**src/pkg/dcau_defs.svh**
```systemverilog
// constants of the central arithmetic unit: field positions, reset values, encodings
// assumes inclusion by every file of the block before use
// Summary of operation
// - scaling shifter moves a 16-bit data word left 0 to 16, zeros below.
// - upper scaler bits sign-extend when sign extension mode set, else zero.
// - alu takes accumulator plus shifted product or scaler output, result to accumulator.
// - stores of accumulator halves shift left 0 to 7, accumulator untouched.
// - upper half store pulls in lower bits; lower half store pulls in zeros.
// - carry changes on arithmetic, shifts, rotates, accumulation; not loads, logic, plain multiply.
// - carry set on add carry out; after subtract carry cleared on borrow.
// - add with carry and subtract with borrow use the previous carry.
// - upper half add only sets carry; upper half subtract only clears it.
// - hardware reset forces carry to one.
// - set carry, clear carry and status word load of carry exist.
// - one-bit right shift arithmetic when sign extension set, logical otherwise.
// - left shift inserts zero; shifts and rotates go through carry.
// - normalize shifts the accumulator left to normalize it.
// - variable shift ops use low four temp register bits as scaler count.
// - saturation mode on overflow sets flag and loads extreme value; ops toggle it.
// - branch conditions on carry, no carry, overflow, zero, and accumulator target.
// - multiplier forms 32-bit product of temp register and operand in one cycle.
// - temp load then multiply, or immediate multiply, gives a product every two cycles.
// - multiply-accumulate takes program and data bus operands each cycle.
// - multiplies are signed except the unsigned multiply.
// - square add and square subtract feed one data value to both inputs.
// - product shift select: 00 none, 01 left 1, 10 left 4, 11 right 6.
// - six-bit product right shift always sign-extends.
`ifndef DCAU_DEFS_SVH
`define DCAU_DEFS_SVH
`define DCAU_CARRY_RST    1'b1
`define DCAU_OVF_RST      1'b0
`define DCAU_SAT_RST      1'b0
`define DCAU_SXM_RST      1'b1
`define DCAU_PSEL_RST     2'b00
`define DCAU_ST1_CARRY_BIT 9
`define DCAU_ACC_MAX      32'h7FFF_FFFF
`define DCAU_ACC_MIN      32'h8000_0000
`define DCAU_PSHIFT_L4    4
`define DCAU_PSHIFT_R6    6
`endif

```
**src/pkg/dcau_pkg.sv**
```systemverilog
// types of the central arithmetic unit: operation codes and the decoded command carrier
// assumes the instruction decoder fills dcau_cmd_type once per instruction cycle
package dcau_pkg;
  typedef enum logic [4:0] {
    OP_NOP        = 5'b0_0000,
    OP_LOAD       = 5'b0_0001,
    OP_ADD        = 5'b0_0010,
    OP_SUB        = 5'b0_0011,
    OP_ADD_CARRY  = 5'b0_0100,
    OP_SUB_BORROW = 5'b0_0101,
    OP_ADD_UPPER  = 5'b0_0110,
    OP_SUB_UPPER  = 5'b0_0111,
    OP_AND        = 5'b0_1000,
    OP_OR         = 5'b0_1001,
    OP_XOR        = 5'b0_1010,
    OP_SHL1       = 5'b0_1011,
    OP_SHR1       = 5'b0_1100,
    OP_ROL        = 5'b0_1101,
    OP_ROR        = 5'b0_1110,
    OP_NORMALIZE_OP       = 5'b0_1111,
    OP_LOAD_TEMP  = 5'b1_0000,
    OP_MULT       = 5'b1_0001,
    OP_MULT_U     = 5'b1_0010,
    OP_MAC        = 5'b1_0011,
    OP_SQR_ADD    = 5'b1_0100,
    OP_SQR_SUB    = 5'b1_0101,
    OP_APAC       = 5'b1_0110,
    OP_SPAC       = 5'b1_0111,
    OP_SET_CARRY  = 5'b1_1000,
    OP_CLR_CARRY  = 5'b1_1001,
    OP_LOAD_ST1   = 5'b1_1010,
    OP_SAT_ON     = 5'b1_1011,
    OP_SAT_OFF    = 5'b1_1100,
    OP_LOAD_PSEL  = 5'b1_1101,
    OP_LOAD_SXM   = 5'b1_1110
  } dcau_op_type;

  typedef struct packed {
    dcau_op_type op;
    logic        var_shift;
    logic [4:0]  shift;
    logic        use_product;
    logic [15:0] data;
    logic [15:0] prog;
    logic [2:0]  store_shift;
  } dcau_cmd_type;

  typedef struct packed {
    logic cond_carry;
    logic cond_no_carry;
    logic cond_overflow;
    logic cond_zero;
  } dcau_flags_type;
endpackage : dcau_pkg

```
**src/logic/dcau_core.sv**
```systemverilog
// central arithmetic unit: scaler, alu, accumulator, store shifters, multiplier
// assumes decoded commands arrive synchronously on I_SYS_CLK, one per enabled cycle
`timescale 1ns/100ps
`include "dcau_defs.svh"
module dcau_core (
  input  wire logic                 I_SYS_CLK,
  input  wire logic                 I_RSTN,
  input  wire logic                 I_CE,
  input  wire logic                 I_CMD_VALID,
  input  wire dcau_pkg::dcau_cmd_type I_CMD,
  output logic [31:0]               O_ACC,
  output logic [31:0]               O_PRODUCT,
  output logic [15:0]               O_TEMP,
  output logic [15:0]               O_STORE_UPPER,
  output logic [15:0]               O_STORE_LOWER,
  output logic [15:0]               O_BRANCH_TARGET,
  output dcau_pkg::dcau_flags_type  O_FLAGS,
  output logic                      O_CARRY,
  output logic                      O_OVERFLOW,
  output logic                      O_SAT_ENABLE,
  output logic                      O_SIGN_EXT_MODE,
  output logic [1:0]                O_PRODUCT_SHIFT_SEL
);
  logic [31:0] acc_q, acc_d, prod_q, prod_d;
  logic [15:0] temp_q;
  logic        carry_q, carry_d, ovf_q, ovf_d, sat_q, sxm_q;
  logic [1:0]  psel_q;
  logic [15:0] st_up_q, st_lo_q;
  logic [47:0] store_up_wide;
  logic [31:0] store_lo_wide;
  dcau_pkg::dcau_flags_type flags_q;
  logic [3:0]  shift_cnt;
  logic [31:0] scaled, pshifted, operand;
  logic [32:0] sum;
  logic        en;
  dcau_pkg::dcau_op_type op;

  assign en = I_CE && I_CMD_VALID;
  assign op = I_CMD.op;

  // ==========================================================
  // input scaling shifter and product shift stage
  always_comb begin
    logic [31:0] ext;
    ext = sxm_q ? {{16{I_CMD.data[15]}}, I_CMD.data} : {16'h0000, I_CMD.data};
    if (I_CMD.var_shift) begin
      ext = ext << shift_cnt;
    end else if (I_CMD.shift[4]) begin
      ext = {I_CMD.data, 16'h0000};
    end else begin
      ext = ext << I_CMD.shift[3:0];
    end
    scaled = ext;
  end
  assign shift_cnt = temp_q[3:0];

  always_comb begin
    unique case (psel_q)
      2'b00: pshifted = prod_q;
      2'b01: pshifted = {prod_q[30:0], 1'b0};
      2'b10: pshifted = {prod_q[27:0], 4'h0};
      2'b11: pshifted = {{6{prod_q[31]}}, prod_q[31:6]};
    endcase
  end

  // ==========================================================
  // alu
  always_comb begin
    logic sub;
    logic [31:0] b;
    logic [32:0] ovf_sum;
    sub = (op == dcau_pkg::OP_SUB) || (op == dcau_pkg::OP_SUB_BORROW) || (op == dcau_pkg::OP_SUB_UPPER)
       || (op == dcau_pkg::OP_SQR_SUB) || (op == dcau_pkg::OP_SPAC);
    operand = (I_CMD.use_product || op == dcau_pkg::OP_MAC || op == dcau_pkg::OP_SQR_ADD
       || op == dcau_pkg::OP_SQR_SUB || op == dcau_pkg::OP_APAC || op == dcau_pkg::OP_SPAC)
       ? pshifted : scaled;
    if (op == dcau_pkg::OP_ADD_UPPER || op == dcau_pkg::OP_SUB_UPPER) begin
      operand = {I_CMD.data, 16'h0000};
    end
    b = sub ? ~operand : operand;
    // borrow-in for subtract is the inverse of carry, so carry_q feeds both forms
    sum = {1'b0, acc_q} + {1'b0, b}
        + ((op == dcau_pkg::OP_ADD_CARRY || op == dcau_pkg::OP_SUB_BORROW) ? {32'h0000_0000, carry_q}
           : {32'h0000_0000, sub});
    ovf_sum = sum;
    acc_d = acc_q;
    carry_d = carry_q;
    ovf_d = ovf_q;
    unique case (op)
      dcau_pkg::OP_LOAD: acc_d = scaled;
      dcau_pkg::OP_ADD, dcau_pkg::OP_SUB, dcau_pkg::OP_ADD_CARRY, dcau_pkg::OP_SUB_BORROW,
      dcau_pkg::OP_MAC, dcau_pkg::OP_SQR_ADD, dcau_pkg::OP_SQR_SUB, dcau_pkg::OP_APAC,
      dcau_pkg::OP_SPAC: begin
        acc_d = ovf_sum[31:0];
        carry_d = sum[32];
        if ((acc_q[31] == b[31]) && (ovf_sum[31] != acc_q[31])) begin
          ovf_d = 1'b1;
          if (sat_q) begin
            acc_d = acc_q[31] ? `DCAU_ACC_MIN : `DCAU_ACC_MAX;
          end
        end
      end
      dcau_pkg::OP_ADD_UPPER, dcau_pkg::OP_SUB_UPPER: begin
        acc_d = ovf_sum[31:0];
        if (op == dcau_pkg::OP_ADD_UPPER && sum[32]) begin
          carry_d = 1'b1;
        end
        if (op == dcau_pkg::OP_SUB_UPPER && !sum[32]) begin
          carry_d = 1'b0;
        end
        if ((acc_q[31] == b[31]) && (ovf_sum[31] != acc_q[31])) begin
          ovf_d = 1'b1;
          if (sat_q) begin
            acc_d = acc_q[31] ? `DCAU_ACC_MIN : `DCAU_ACC_MAX;
          end
        end
      end
      dcau_pkg::OP_AND: acc_d = acc_q & {16'h0000, I_CMD.data};
      dcau_pkg::OP_OR:  acc_d = acc_q | {16'h0000, I_CMD.data};
      dcau_pkg::OP_XOR: acc_d = acc_q ^ {16'h0000, I_CMD.data};
      dcau_pkg::OP_SHL1: begin
        acc_d = {acc_q[30:0], 1'b0};
        carry_d = acc_q[31];
      end
      dcau_pkg::OP_SHR1: begin
        acc_d = {sxm_q & acc_q[31], acc_q[31:1]};
        carry_d = acc_q[0];
      end
      dcau_pkg::OP_ROL: begin
        acc_d = {acc_q[30:0], carry_q};
        carry_d = acc_q[31];
      end
      dcau_pkg::OP_ROR: begin
        acc_d = {carry_q, acc_q[31:1]};
        carry_d = acc_q[0];
      end
      dcau_pkg::OP_NORMALIZE_OP: begin
        if (acc_q[31] == acc_q[30] && acc_q != 32'h0000_0000) begin
          acc_d = {acc_q[30:0], 1'b0};
        end
      end
      dcau_pkg::OP_SET_CARRY: carry_d = 1'b1;
      dcau_pkg::OP_CLR_CARRY: carry_d = 1'b0;
      dcau_pkg::OP_LOAD_ST1:  carry_d = I_CMD.data[`DCAU_ST1_CARRY_BIT];
      default: ;
    endcase
  end

  // ==========================================================
  // multiplier
  always_comb begin
    logic [15:0] a, m;
    a = temp_q;
    m = I_CMD.data;
    prod_d = prod_q;
    if (op == dcau_pkg::OP_MAC) begin
      a = I_CMD.data;
      m = I_CMD.prog;
    end
    if (op == dcau_pkg::OP_SQR_ADD || op == dcau_pkg::OP_SQR_SUB) begin
      a = I_CMD.data;
    end
    if (op == dcau_pkg::OP_MULT || op == dcau_pkg::OP_MAC || op == dcau_pkg::OP_SQR_ADD
        || op == dcau_pkg::OP_SQR_SUB) begin
      prod_d = $signed({{16{a[15]}}, a}) * $signed({{16{m[15]}}, m});
    end else if (op == dcau_pkg::OP_MULT_U) begin
      prod_d = {16'h0000, a} * {16'h0000, m};
    end
  end

  // ==========================================================
  // state
  always_ff @(posedge I_SYS_CLK) begin
    if (!I_RSTN) begin
      acc_q <= 32'h0000_0000;
      carry_q <= `DCAU_CARRY_RST;
      ovf_q <= `DCAU_OVF_RST;
    end else if (en) begin
      acc_q <= acc_d;
      carry_q <= carry_d;
      ovf_q <= ovf_d;
    end
  end

  always_ff @(posedge I_SYS_CLK) begin
    if (!I_RSTN) begin
      prod_q <= 32'h0000_0000;
      temp_q <= 16'h0000;
    end else if (en) begin
      prod_q <= prod_d;
      if (op == dcau_pkg::OP_LOAD_TEMP || op == dcau_pkg::OP_MAC) begin
        temp_q <= I_CMD.data;
      end
    end
  end

  always_ff @(posedge I_SYS_CLK) begin
    if (!I_RSTN) begin
      sat_q <= `DCAU_SAT_RST;
      sxm_q <= `DCAU_SXM_RST;
      psel_q <= `DCAU_PSEL_RST;
    end else if (en) begin
      if (op == dcau_pkg::OP_SAT_ON) sat_q <= 1'b1;
      if (op == dcau_pkg::OP_SAT_OFF) sat_q <= 1'b0;
      if (op == dcau_pkg::OP_LOAD_SXM) sxm_q <= I_CMD.data[0];
      if (op == dcau_pkg::OP_LOAD_PSEL) psel_q <= I_CMD.data[1:0];
    end
  end

  // ==========================================================
  // branch conditions are registered so every output leaves a flip-flop
  always_ff @(posedge I_SYS_CLK) begin
    if (!I_RSTN) begin
      flags_q.cond_carry    <= `DCAU_CARRY_RST;
      flags_q.cond_no_carry <= !`DCAU_CARRY_RST;
      flags_q.cond_overflow <= `DCAU_OVF_RST;
      flags_q.cond_zero     <= 1'b1;
    end else if (en) begin
      flags_q.cond_carry    <= carry_d;
      flags_q.cond_no_carry <= !carry_d;
      flags_q.cond_overflow <= ovf_d;
      flags_q.cond_zero     <= acc_d == 32'h0000_0000;
    end
  end

  // ==========================================================
  // store shifters: view of the value the accumulator holds after this edge
  always_comb begin
    logic [31:0] acc_new;
    acc_new = en ? acc_d : acc_q;
    store_up_wide = {16'h0000, acc_new} << I_CMD.store_shift;
    store_lo_wide = {16'h0000, acc_new[15:0]} << I_CMD.store_shift;
  end

  always_ff @(posedge I_SYS_CLK) begin
    if (!I_RSTN) begin
      st_up_q <= 16'h0000;
      st_lo_q <= 16'h0000;
    end else if (I_CE) begin
      st_up_q <= store_up_wide[31:16];
      st_lo_q <= store_lo_wide[15:0];
    end
  end

  assign O_ACC = acc_q;
  assign O_PRODUCT = prod_q;
  assign O_TEMP = temp_q;
  assign O_STORE_UPPER = st_up_q;
  assign O_STORE_LOWER = st_lo_q;
  assign O_BRANCH_TARGET = acc_q[15:0];
  assign O_FLAGS = flags_q;
  assign O_CARRY = carry_q;
  assign O_OVERFLOW = ovf_q;
  assign O_SAT_ENABLE = sat_q;
  assign O_SIGN_EXT_MODE = sxm_q;
  assign O_PRODUCT_SHIFT_SEL = psel_q;

  // ==========================================================
  // checks
  property p_carry_reset;
    @(posedge I_SYS_CLK) !I_RSTN |=> carry_q;
  endproperty
  a_carry_reset: assert property (p_carry_reset) else $error("carry not one after reset");

  property p_set_carry;
    @(posedge I_SYS_CLK) disable iff (!I_RSTN) en && op == dcau_pkg::OP_SET_CARRY |=> O_CARRY;
  endproperty
  a_set_carry: assert property (p_set_carry) else $error("set carry failed");

  property p_logic_keeps_carry;
    @(posedge I_SYS_CLK) disable iff (!I_RSTN)
      en && (op == dcau_pkg::OP_AND || op == dcau_pkg::OP_LOAD || op == dcau_pkg::OP_MULT) |=> $stable(carry_q);
  endproperty
  a_logic_keeps_carry: assert property (p_logic_keeps_carry) else $error("carry changed");

  property p_shl_carry;
    @(posedge I_SYS_CLK) disable iff (!I_RSTN)
      en && op == dcau_pkg::OP_SHL1 |=> carry_q == $past(acc_q[31]) && acc_q[0] == 1'b0;
  endproperty
  a_shl_carry: assert property (p_shl_carry) else $error("left shift wrong");

  property p_shr_sign;
    @(posedge I_SYS_CLK) disable iff (!I_RSTN)
      en && op == dcau_pkg::OP_SHR1 |=> acc_q[31] == ($past(sxm_q) & $past(acc_q[31]));
  endproperty
  a_shr_sign: assert property (p_shr_sign) else $error("right shift sign wrong");

  property p_add_upper_no_clear;
    @(posedge I_SYS_CLK) disable iff (!I_RSTN) en && op == dcau_pkg::OP_ADD_UPPER && carry_q |=> carry_q;
  endproperty
  a_add_upper_no_clear: assert property (p_add_upper_no_clear) else $error("upper add cleared carry");

  property p_unsigned_mult;
    @(posedge I_SYS_CLK) disable iff (!I_RSTN)
      en && op == dcau_pkg::OP_MULT_U |=> prod_q == {16'h0000, $past(temp_q)} * {16'h0000, $past(I_CMD.data)};
  endproperty
  a_unsigned_mult: assert property (p_unsigned_mult) else $error("unsigned product wrong");

  property p_psel_r6;
    @(posedge I_SYS_CLK) disable iff (!I_RSTN) psel_q == 2'b11 |-> $signed(pshifted) == ($signed(prod_q) >>> 6);
  endproperty
  a_psel_r6: assert property (p_psel_r6) else $error("product right shift not signed");

  property p_mac_operands;
    @(posedge I_SYS_CLK) disable iff (!I_RSTN)
      en && op == dcau_pkg::OP_MAC |=> $signed(prod_q) == $signed($past(I_CMD.data)) * $signed($past(I_CMD.prog))
      && temp_q == $past(I_CMD.data);
  endproperty
  a_mac_operands: assert property (p_mac_operands) else $error("multiply-accumulate operands wrong");

  property p_saturate;
    @(posedge I_SYS_CLK) disable iff (!I_RSTN)
      en && sat_q && op == dcau_pkg::OP_ADD && acc_q[31] == 1'b0 && operand[31] == 1'b0 && sum[31]
      |=> acc_q == `DCAU_ACC_MAX && ovf_q;
  endproperty
  a_saturate: assert property (p_saturate) else $error("no positive saturation");
endmodule : dcau_core

```
**config.mk**
```make
export PLATFORM = sky130hd
export DESIGN_NAME = dcau_core
export DESIGN_NICKNAME = d
export VERILOG_FILES = /design/src/pkg/dcau_pkg.sv /design/src/logic/dcau_core.sv
export VERILOG_INCLUDE_DIRS = /design/src /design/src/pkg
export SDC_FILE = /design/constraint.sdc
export NUM_CORES = 2
export LEC_CHECK = 0
export BUFFER_PORTS_ARGS = -buffer_cell sky130_fd_sc_hd__buf_2
export CAP_MARGIN = 20
export CORE_ASPECT_RATIO = 1.75
export CORE_MARGIN = 4
export CORE_UTILIZATION = 50
export DETAILED_ROUTE_END_ITERATION = 10
export GPL_ROUTABILITY_DRIVEN = 1
export GPL_TIMING_DRIVEN = 0
export PLACE_DENSITY = 0.68
export SLEW_MARGIN = 20
export SYNTH_ARGS = -nofsm -noshare
export SYNTH_HDL_FRONTEND = slang
export SYNTH_SLANG_ARGS = --single-unit
```
**constraint.sdc**
```tcl
create_clock -name I_SYS_CLK -period 21.6 [get_ports I_SYS_CLK]
set_input_delay 3.24 -clock I_SYS_CLK [delete_from_list [all_inputs] [get_ports I_SYS_CLK]]
set_output_delay 3.24 -clock I_SYS_CLK [all_outputs]
set_load 0.01 [all_outputs]
```
# ---- Word level (Yosys, flattened, before mapping)
# Cells that the tools add are included.
dict set report op_classes {
  add_sub_neg 2
  multipliers 2
  n_eq_ne 36
  shift 4
  mux 26
  bitwise 5
  reduce_logical 39
}
# cell n
set ops {}
lappend ops {{two-way mux 32 bit} 13}
lappend ops {{case mux 32 bit (10 select lines)} 1}
lappend ops {{case mux 32 bit (4 select lines)} 1}
lappend ops {{== test 5 bit, second input constant} 15}
lappend ops {{multiplier 16 x 16 -> 32 bit} 2}
lappend ops {{left shift 32 x 4 -> 32 bit} 2}
lappend ops {{two-way mux 16 bit} 3}
lappend ops {{== test 5 x 4 -> 1 bit, second input constant} 8}
lappend ops {{adder 32 x 32 -> 33 bit} 1}
lappend ops {{adder 33 x 1 -> 33 bit} 1}
lappend ops {{AND 32 x 16 -> 32 bit} 1}
lappend ops {{logical NOT 32 bit} 1}
lappend ops {{NOT 32 bit} 1}
lappend ops {{OR 32 x 16 -> 32 bit} 1}
lappend ops {{nonzero test 32 bit} 1}
lappend ops {{left shift 32 x 3 -> 32 bit} 1}
lappend ops {{XOR 32 x 16 -> 32 bit} 1}
lappend ops {{== test 5 x 3 -> 1 bit, second input constant} 4}
lappend ops {{logical OR 1 bit} 16}
lappend ops {{left shift 16 x 3 -> 16 bit} 1}
lappend ops {{OR reduction 11 bit} 1}
lappend ops {{== test 5 x 2 -> 1 bit, second input constant} 2}
lappend ops {{AND reduction 2 bit} 5}
lappend ops {{OR reduction 9 bit} 1}
lappend ops {{other kinds (14)} 30}
dict set report word_totals {
  regBits 120
  inputBits 51
  output_inout_bits 138
  word_cells 126
}

# ---- Longest topological paths before layout
dict set report logic_depth {
  ltp_word 18
  depth_mapped 37
}

# ---- Worst setup path before layout
# OpenSTA, ideal clock, no wires.
dict set report synth_timing {
  path_kind {input port to flip-flop}
  from {in I_CMD[43] in the netlist's numbering}
  to {reg prod_q[31] (netlist: O_PRODUCT[31])}
  setup_time_ns 0.074
  t_arrival_ns 10.692
  setup_slack_ns 10.834
  cell_stages 34
  n_path_buf 5
  cell_sequence {buf_2 > buf_2 > buf_1 > mux2i_1 > and2_1 > clkbuf_1 > buf_1 > mux2i_1 > nor2_1 > fa_1 > inv_1 > fa_1 > inv_1 > fa_1 > inv_1 > fa_1 > inv_1 > fa_1 > inv_1 > fa_1 > inv_1 > ha_1 > a211o_1 > nor4_1 > nor2_1 > and3_1 > a31oi_1 > nand2b_1 > a311oi_1 > a31oi_1 > o21ai_0 > xnor2_1 > nand2_1 > a31oi_1}
}
dict set report synth_via {
  elab_chain_cells 6
}
# element line_no
set synth_lines {}
lappend synth_lines {{start, declared} dcau_core.sv:10} ;# input wire dcau_pkg::dcau_cmd_type I_CMD,
lappend synth_lines {{== test 5 bit (on tied branches)} -}
lappend synth_lines {{two-way mux 16 bit (tied with other cells)} dcau_core.sv:156} ;# if (op == dcau_pkg::OP_MAC) begin
lappend synth_lines {{two-way mux 16 bit / logical OR 1 bit (equally long branches)} {dcau_core.sv:160, dcau_core.sv:163}}
lappend synth_lines {{multiplier 16 x 16 -> 32 bit / logical OR 1 bit (equally long branches)} {dcau_core.sv:167, dcau_core.sv:164}}
lappend synth_lines {{two-way mux 32 bit / nonzero test 2 bit (equally long branches)} -}
lappend synth_lines {{two-way mux 32 bit / AND reduction 2 bit (equally long branches)} -}
lappend synth_lines {{end signal, assigned} dcau_core.sv:190} ;# prod_q <= prod_d;
lappend synth_lines {{end, declared} dcau_core.sv:24} ;# logic [31:0] acc_q, acc_d, prod_q, prod_d;
# Parallel ways exist; a longest one is shown, timed or not. The select of a mux whose other input is x is not followed.
# A chain may end at the register's enable or synchronous reset.

# ---- Final worst setup path
dict set report layout_timing {
  from {in I_CMD[45] in the netlist's numbering}
  to {reg prod_q[28] (netlist: O_PRODUCT[28])}
}
# Same word-level chain as after synthesis.

==> flow_summary_export.csv <==
group,metric,value,unit
sta,period_needed,13400,ps
placement,dpl_cell_area,0.03116,mm²
sta,finalClockSkew,17.96,ps
clock_tree,clock_latency,470,ps
worst_setup_path,r2r_start,"O_TEMP[0]$_SDFFE_PN0P_",
layout,fin_util,0.5468,
global_route,grt_usage,0.4583,
layout,final_area,0.03178,mm²
pwr,fin_total_pwr,1.408,mW
floorplan,fp.dieW,190.8,µm
sta,setup_viol,0,
floorplan,die_h,327.9,µm
sta,slew_headroom,0.1515,
worst_setup_path,rr_endpoint,"O_PRODUCT[28]$_SDFFE_PN0P_",
layout,mostFrequentLayoutCell,"inv_1",
sta,fmax,74.63,MHz
clock_tree,clockBufferDepth,2,
route,wl_met1,44120,µm
logic_synthesis,synth-async-reset-ratio,0,
route,routed-wl-met3,11450,µm
status,status,"complete, no violations",
min_path,whs_path_depth,1,
worst_setup_path,critical-path-max-stage-delay,810,ps
sta,final.setup.tns,0,ps
floorplan,coreArea,0.05812,mm²
pwr,ir_drop,0.00005502,V
logic_synthesis,netlist_area,0.02925,mm²
clock_tree,cts_tree,"yes",
placement,place_congestion,1.086,
sta,drv_slew,0,
sta,holdWs,497.3,ps
worst_setup_path,rrSetupSlack,12590,ps
worst_setup_path,cpMaxStageDelayCell,"o21ai_0",
route,wire_per_inst,31.53,µm
clock_tree,cts_buffers,17,
logic_synthesis,yosys_warnings,0,
floorplan,dieArea,0.06258,mm²
layout,fillCellCount,5764,
worst_setup_path,worstPathMaxFanout,10,
placement,portBuffers,183,
clock_tree,post_cts_buffers,0,
worst_setup_path,rr_worst_depth,25,
worst_setup_path,critPathKind,"primary input to register",
floorplan,initial_core_util,0.5032,
placement,dp_hpwl,120300,µm
route,drc,0,
sta,rsz0062_at_grt,"no",
floorplan,rows,117,
clock_tree,cts_root_buf,"clkbuf_16",
route,drt_first_pass_iters,6,
global_route,gr-total-overflow,0,
route,totalWireLength,144500,µm
clock_tree,clock_sinks,120,
route,wl_met2,67770,µm
clock_tree,ctsHtreeMaxLevel,4,
flow_run,max_cap_viol_count,0,
logic_synthesis,synth_edf_count,0,
logic_synthesis,ys.flop_type,"dfxtp_1",
logic_synthesis,synth.yosys.seq_area_share,0.08214,
layout,syn2layout_area_growth,8.655,%
worst_setup_path,worstPathRequired,21960,ps
route,drt-initial-drc-count,2979,
clock_tree,cts_resized,0,
min_path,min_to,"O_STORE_LOWER[11]$_SDFFE_PN0P_",
min_path,hp-class,"register to register",
sta,fin_crit_sh,0.6203,
global_route,grt_pass1_wl,206700,µm
pwr,leakagePower,14.90,nW
logic_synthesis,synthCells,3590,
worst_setup_path,cpMostUsedCell,"fa_1",
worst_setup_path,cp.arrival,13760,ps
worst_setup_path,end_kind,"register",
logic_synthesis,synth.distinct_cells,91,
worst_setup_path,cp-start-kind,"primary input",
logic_synthesis,ys_ff_latch,120,
layout,drive_above_1_share,0.1048,
clock_tree,clk_pin_slew,70,ps
logic_synthesis,synth_fp_nets,4226,
pwr,power_density,44.29,mW/mm²
sta,hold_viol,0,
route,viasPerCell,6.526,
layout,final_cell_mix,"inv_1 (522), fa_1 (368), nand2_1 (351), nor2_1 (331), ha_1 (217)",
route,highest_layer,"met4",
logic_synthesis,syn_avg_cell_area,8.146,µm²
clock_tree,cts-hold-fix-buffers,0,
route,num_vias,29903,
sta,tightest_slew,1263,ps
floorplan,ios,189,
min_path,hold_start,"O_STORE_LOWER[11]$_SDFFE_PN0P_",
route,ant_nets,0,
global_route,grt_start_max_net_pins,17,
global_route,grt_pass1_vias,31026,
global_route,antenna_found_initial,3,
layout,nNetsFinal,4430,
==> report_power, final <==
part | internal [mW] | total [mW] | switching [mW] | leakage [nW]
combinational | 0.302 | 0.847 | 0.544 | 13.6
clock | 0.154 | 0.300 | 0.146 | 0.276
sequential | 0.232 | 0.261 | 0.0287 | 0.979
total | 0.688 | 1.41 | 0.719 | 14.9
==> final cells by class <==
cell class,instances,area (µm²),area share
repair buffers,185,932.1,0.02933
inverters,528,1982,0.06237
multi-input cells,2709,23930,0.7530
diodes,2,5.005,0.0001575
clock inverters,15,155.1,0.004882
plain buffers,233,980.9,0.03087
clock buffers,17,425.4,0.01339
flip-flops and latches,120,2402,0.07560
well taps,773,967.2,0.03044
==> through the flow <==
step | worst slack [ps] | cells
after floorplan | 10830 | 3590
after global placement | 8112 | 4546
after CTS | 8581 | 4578
after global routing | 8032 | 4581
final | 8201 | 4582
after detailed placement | 8136 | 4546
==> registers in the layout (all words and copies together), names as in the netlist <==
register,cells
O_ACC,32
O_PRODUCT,32
O_STORE_LOWER,16
O_STORE_UPPER,16
O_TEMP,16
O_FLAGS,4
O_PRODUCT_SHIFT_SEL,2
O_SAT_ENABLE,1
O_SIGN_EXT_MODE,1
==> cells in the mapped netlist, types with 11 or more instances <==
cell type | number | area, µm²
fa_1 | 368 | 7367
a211oi_1 | 50 | 375.4
a31oi_1 | 25 | 156.4
nand2_1 | 351 | 1318
o22ai_1 | 18 | 112.6
and2_1 | 39 | 244.0
clkbuf_1 | 173 | 649.4
a211o_1 | 12 | 105.1
nor2b_1 | 20 | 125.1
o21a_1 | 21 | 157.7
a221o_1 | 17 | 170.2
nand4_1 | 22 | 137.6
a32oi_1 | 11 | 96.34
mux2i_1 | 104 | 1041
buf_4 | 20 | 150.1
dfxtp_1 | 120 | 2402
a311oi_1 | 13 | 113.9
a22oi_1 | 22 | 165.2
nor3_1 | 46 | 230.2
and3_1 | 19 | 118.9
buf_1 | 20 | 75.07
xnor2_1 | 80 | 700.7
nor2_1 | 331 | 1242
inv_1 | 522 | 1959
mux4_2 | 56 | 1261
o21ai_1 | 23 | 115.1
a221oi_1 | 40 | 350.3
or3_1 | 13 | 81.33
o211ai_1 | 41 | 307.8
o2111ai_1 | 16 | 140.1
mux2_2 | 46 | 518.0
a21oi_1 | 196 | 980.9
nand3_1 | 54 | 270.3
xor2_1 | 36 | 315.3
o21ai_0 | 141 | 705.7
a21o_1 | 49 | 367.9
ha_1 | 217 | 2715
buf_2 | 19 | 95.09
nand2b_1 | 33 | 206.5
nor4_1 | 16 | 100.1
==> worst max-delay path by stage <==
stage               slack (ps)  startpoint                          to  cells past startpoint
finish                    8200   I_CMD[45]  O_PRODUCT[28]$_SDFFE_PN0P_                     31
global route              8030   I_CMD[45]  O_PRODUCT[29]$_SDFFE_PN0P_                     33
CTS                       8580   I_CMD[45]  O_PRODUCT[30]$_SDFFE_PN0P_                     29
detailed placement        8140   I_CMD[45]  O_PRODUCT[28]$_SDFFE_PN0P_                     31
global placement          8110   I_CMD[45]  O_PRODUCT[28]$_SDFFE_PN0P_                     31
floorplan                10830   I_CMD[43]  O_PRODUCT[31]$_SDFFE_PN0P_                     34
==> critical path: cells and delay by family <==
kind                     cells  cell delay [ps]
buffers and inverters       11             3220
AND/OR/NAND/NOR              6             1160
adder cells (fa/ha/maj)      7             3570
multiplexers                 1              460
AO/OA/AOI/OAI                5             1870
XOR/XNOR                     1              210
==> cell families (layout without fill, tap and decap cells) <==
kind of cell | count (synthesis) | count (layout) | share of synthesized area
and+or+nand+nor | 990 | 990 | 0.1523
AOI/OAI and AO/OA | 806 | 806 | 0.1849
buffers and inverters | 761 | 978 | 0.1013
adders and majority gates | 585 | 585 | 0.3447
muxes | 212 | 212 | 0.09990
DFF | 120 | 120 | 0.08214
xor gates and xnor gates | 116 | 116 | 0.03474
other | 0 | 2 | 0
==> per-layer routing <==
metal / track usage / vias to the layer above
met4: 0.4984 / 0
li1: - / 12661
met5: 0 / -
met1: 0.4494 / 14467
met2: 0.7559 / 1932
met3: 0.09749 / 843
Note: power is estimated with default switching activity, not from simulation.
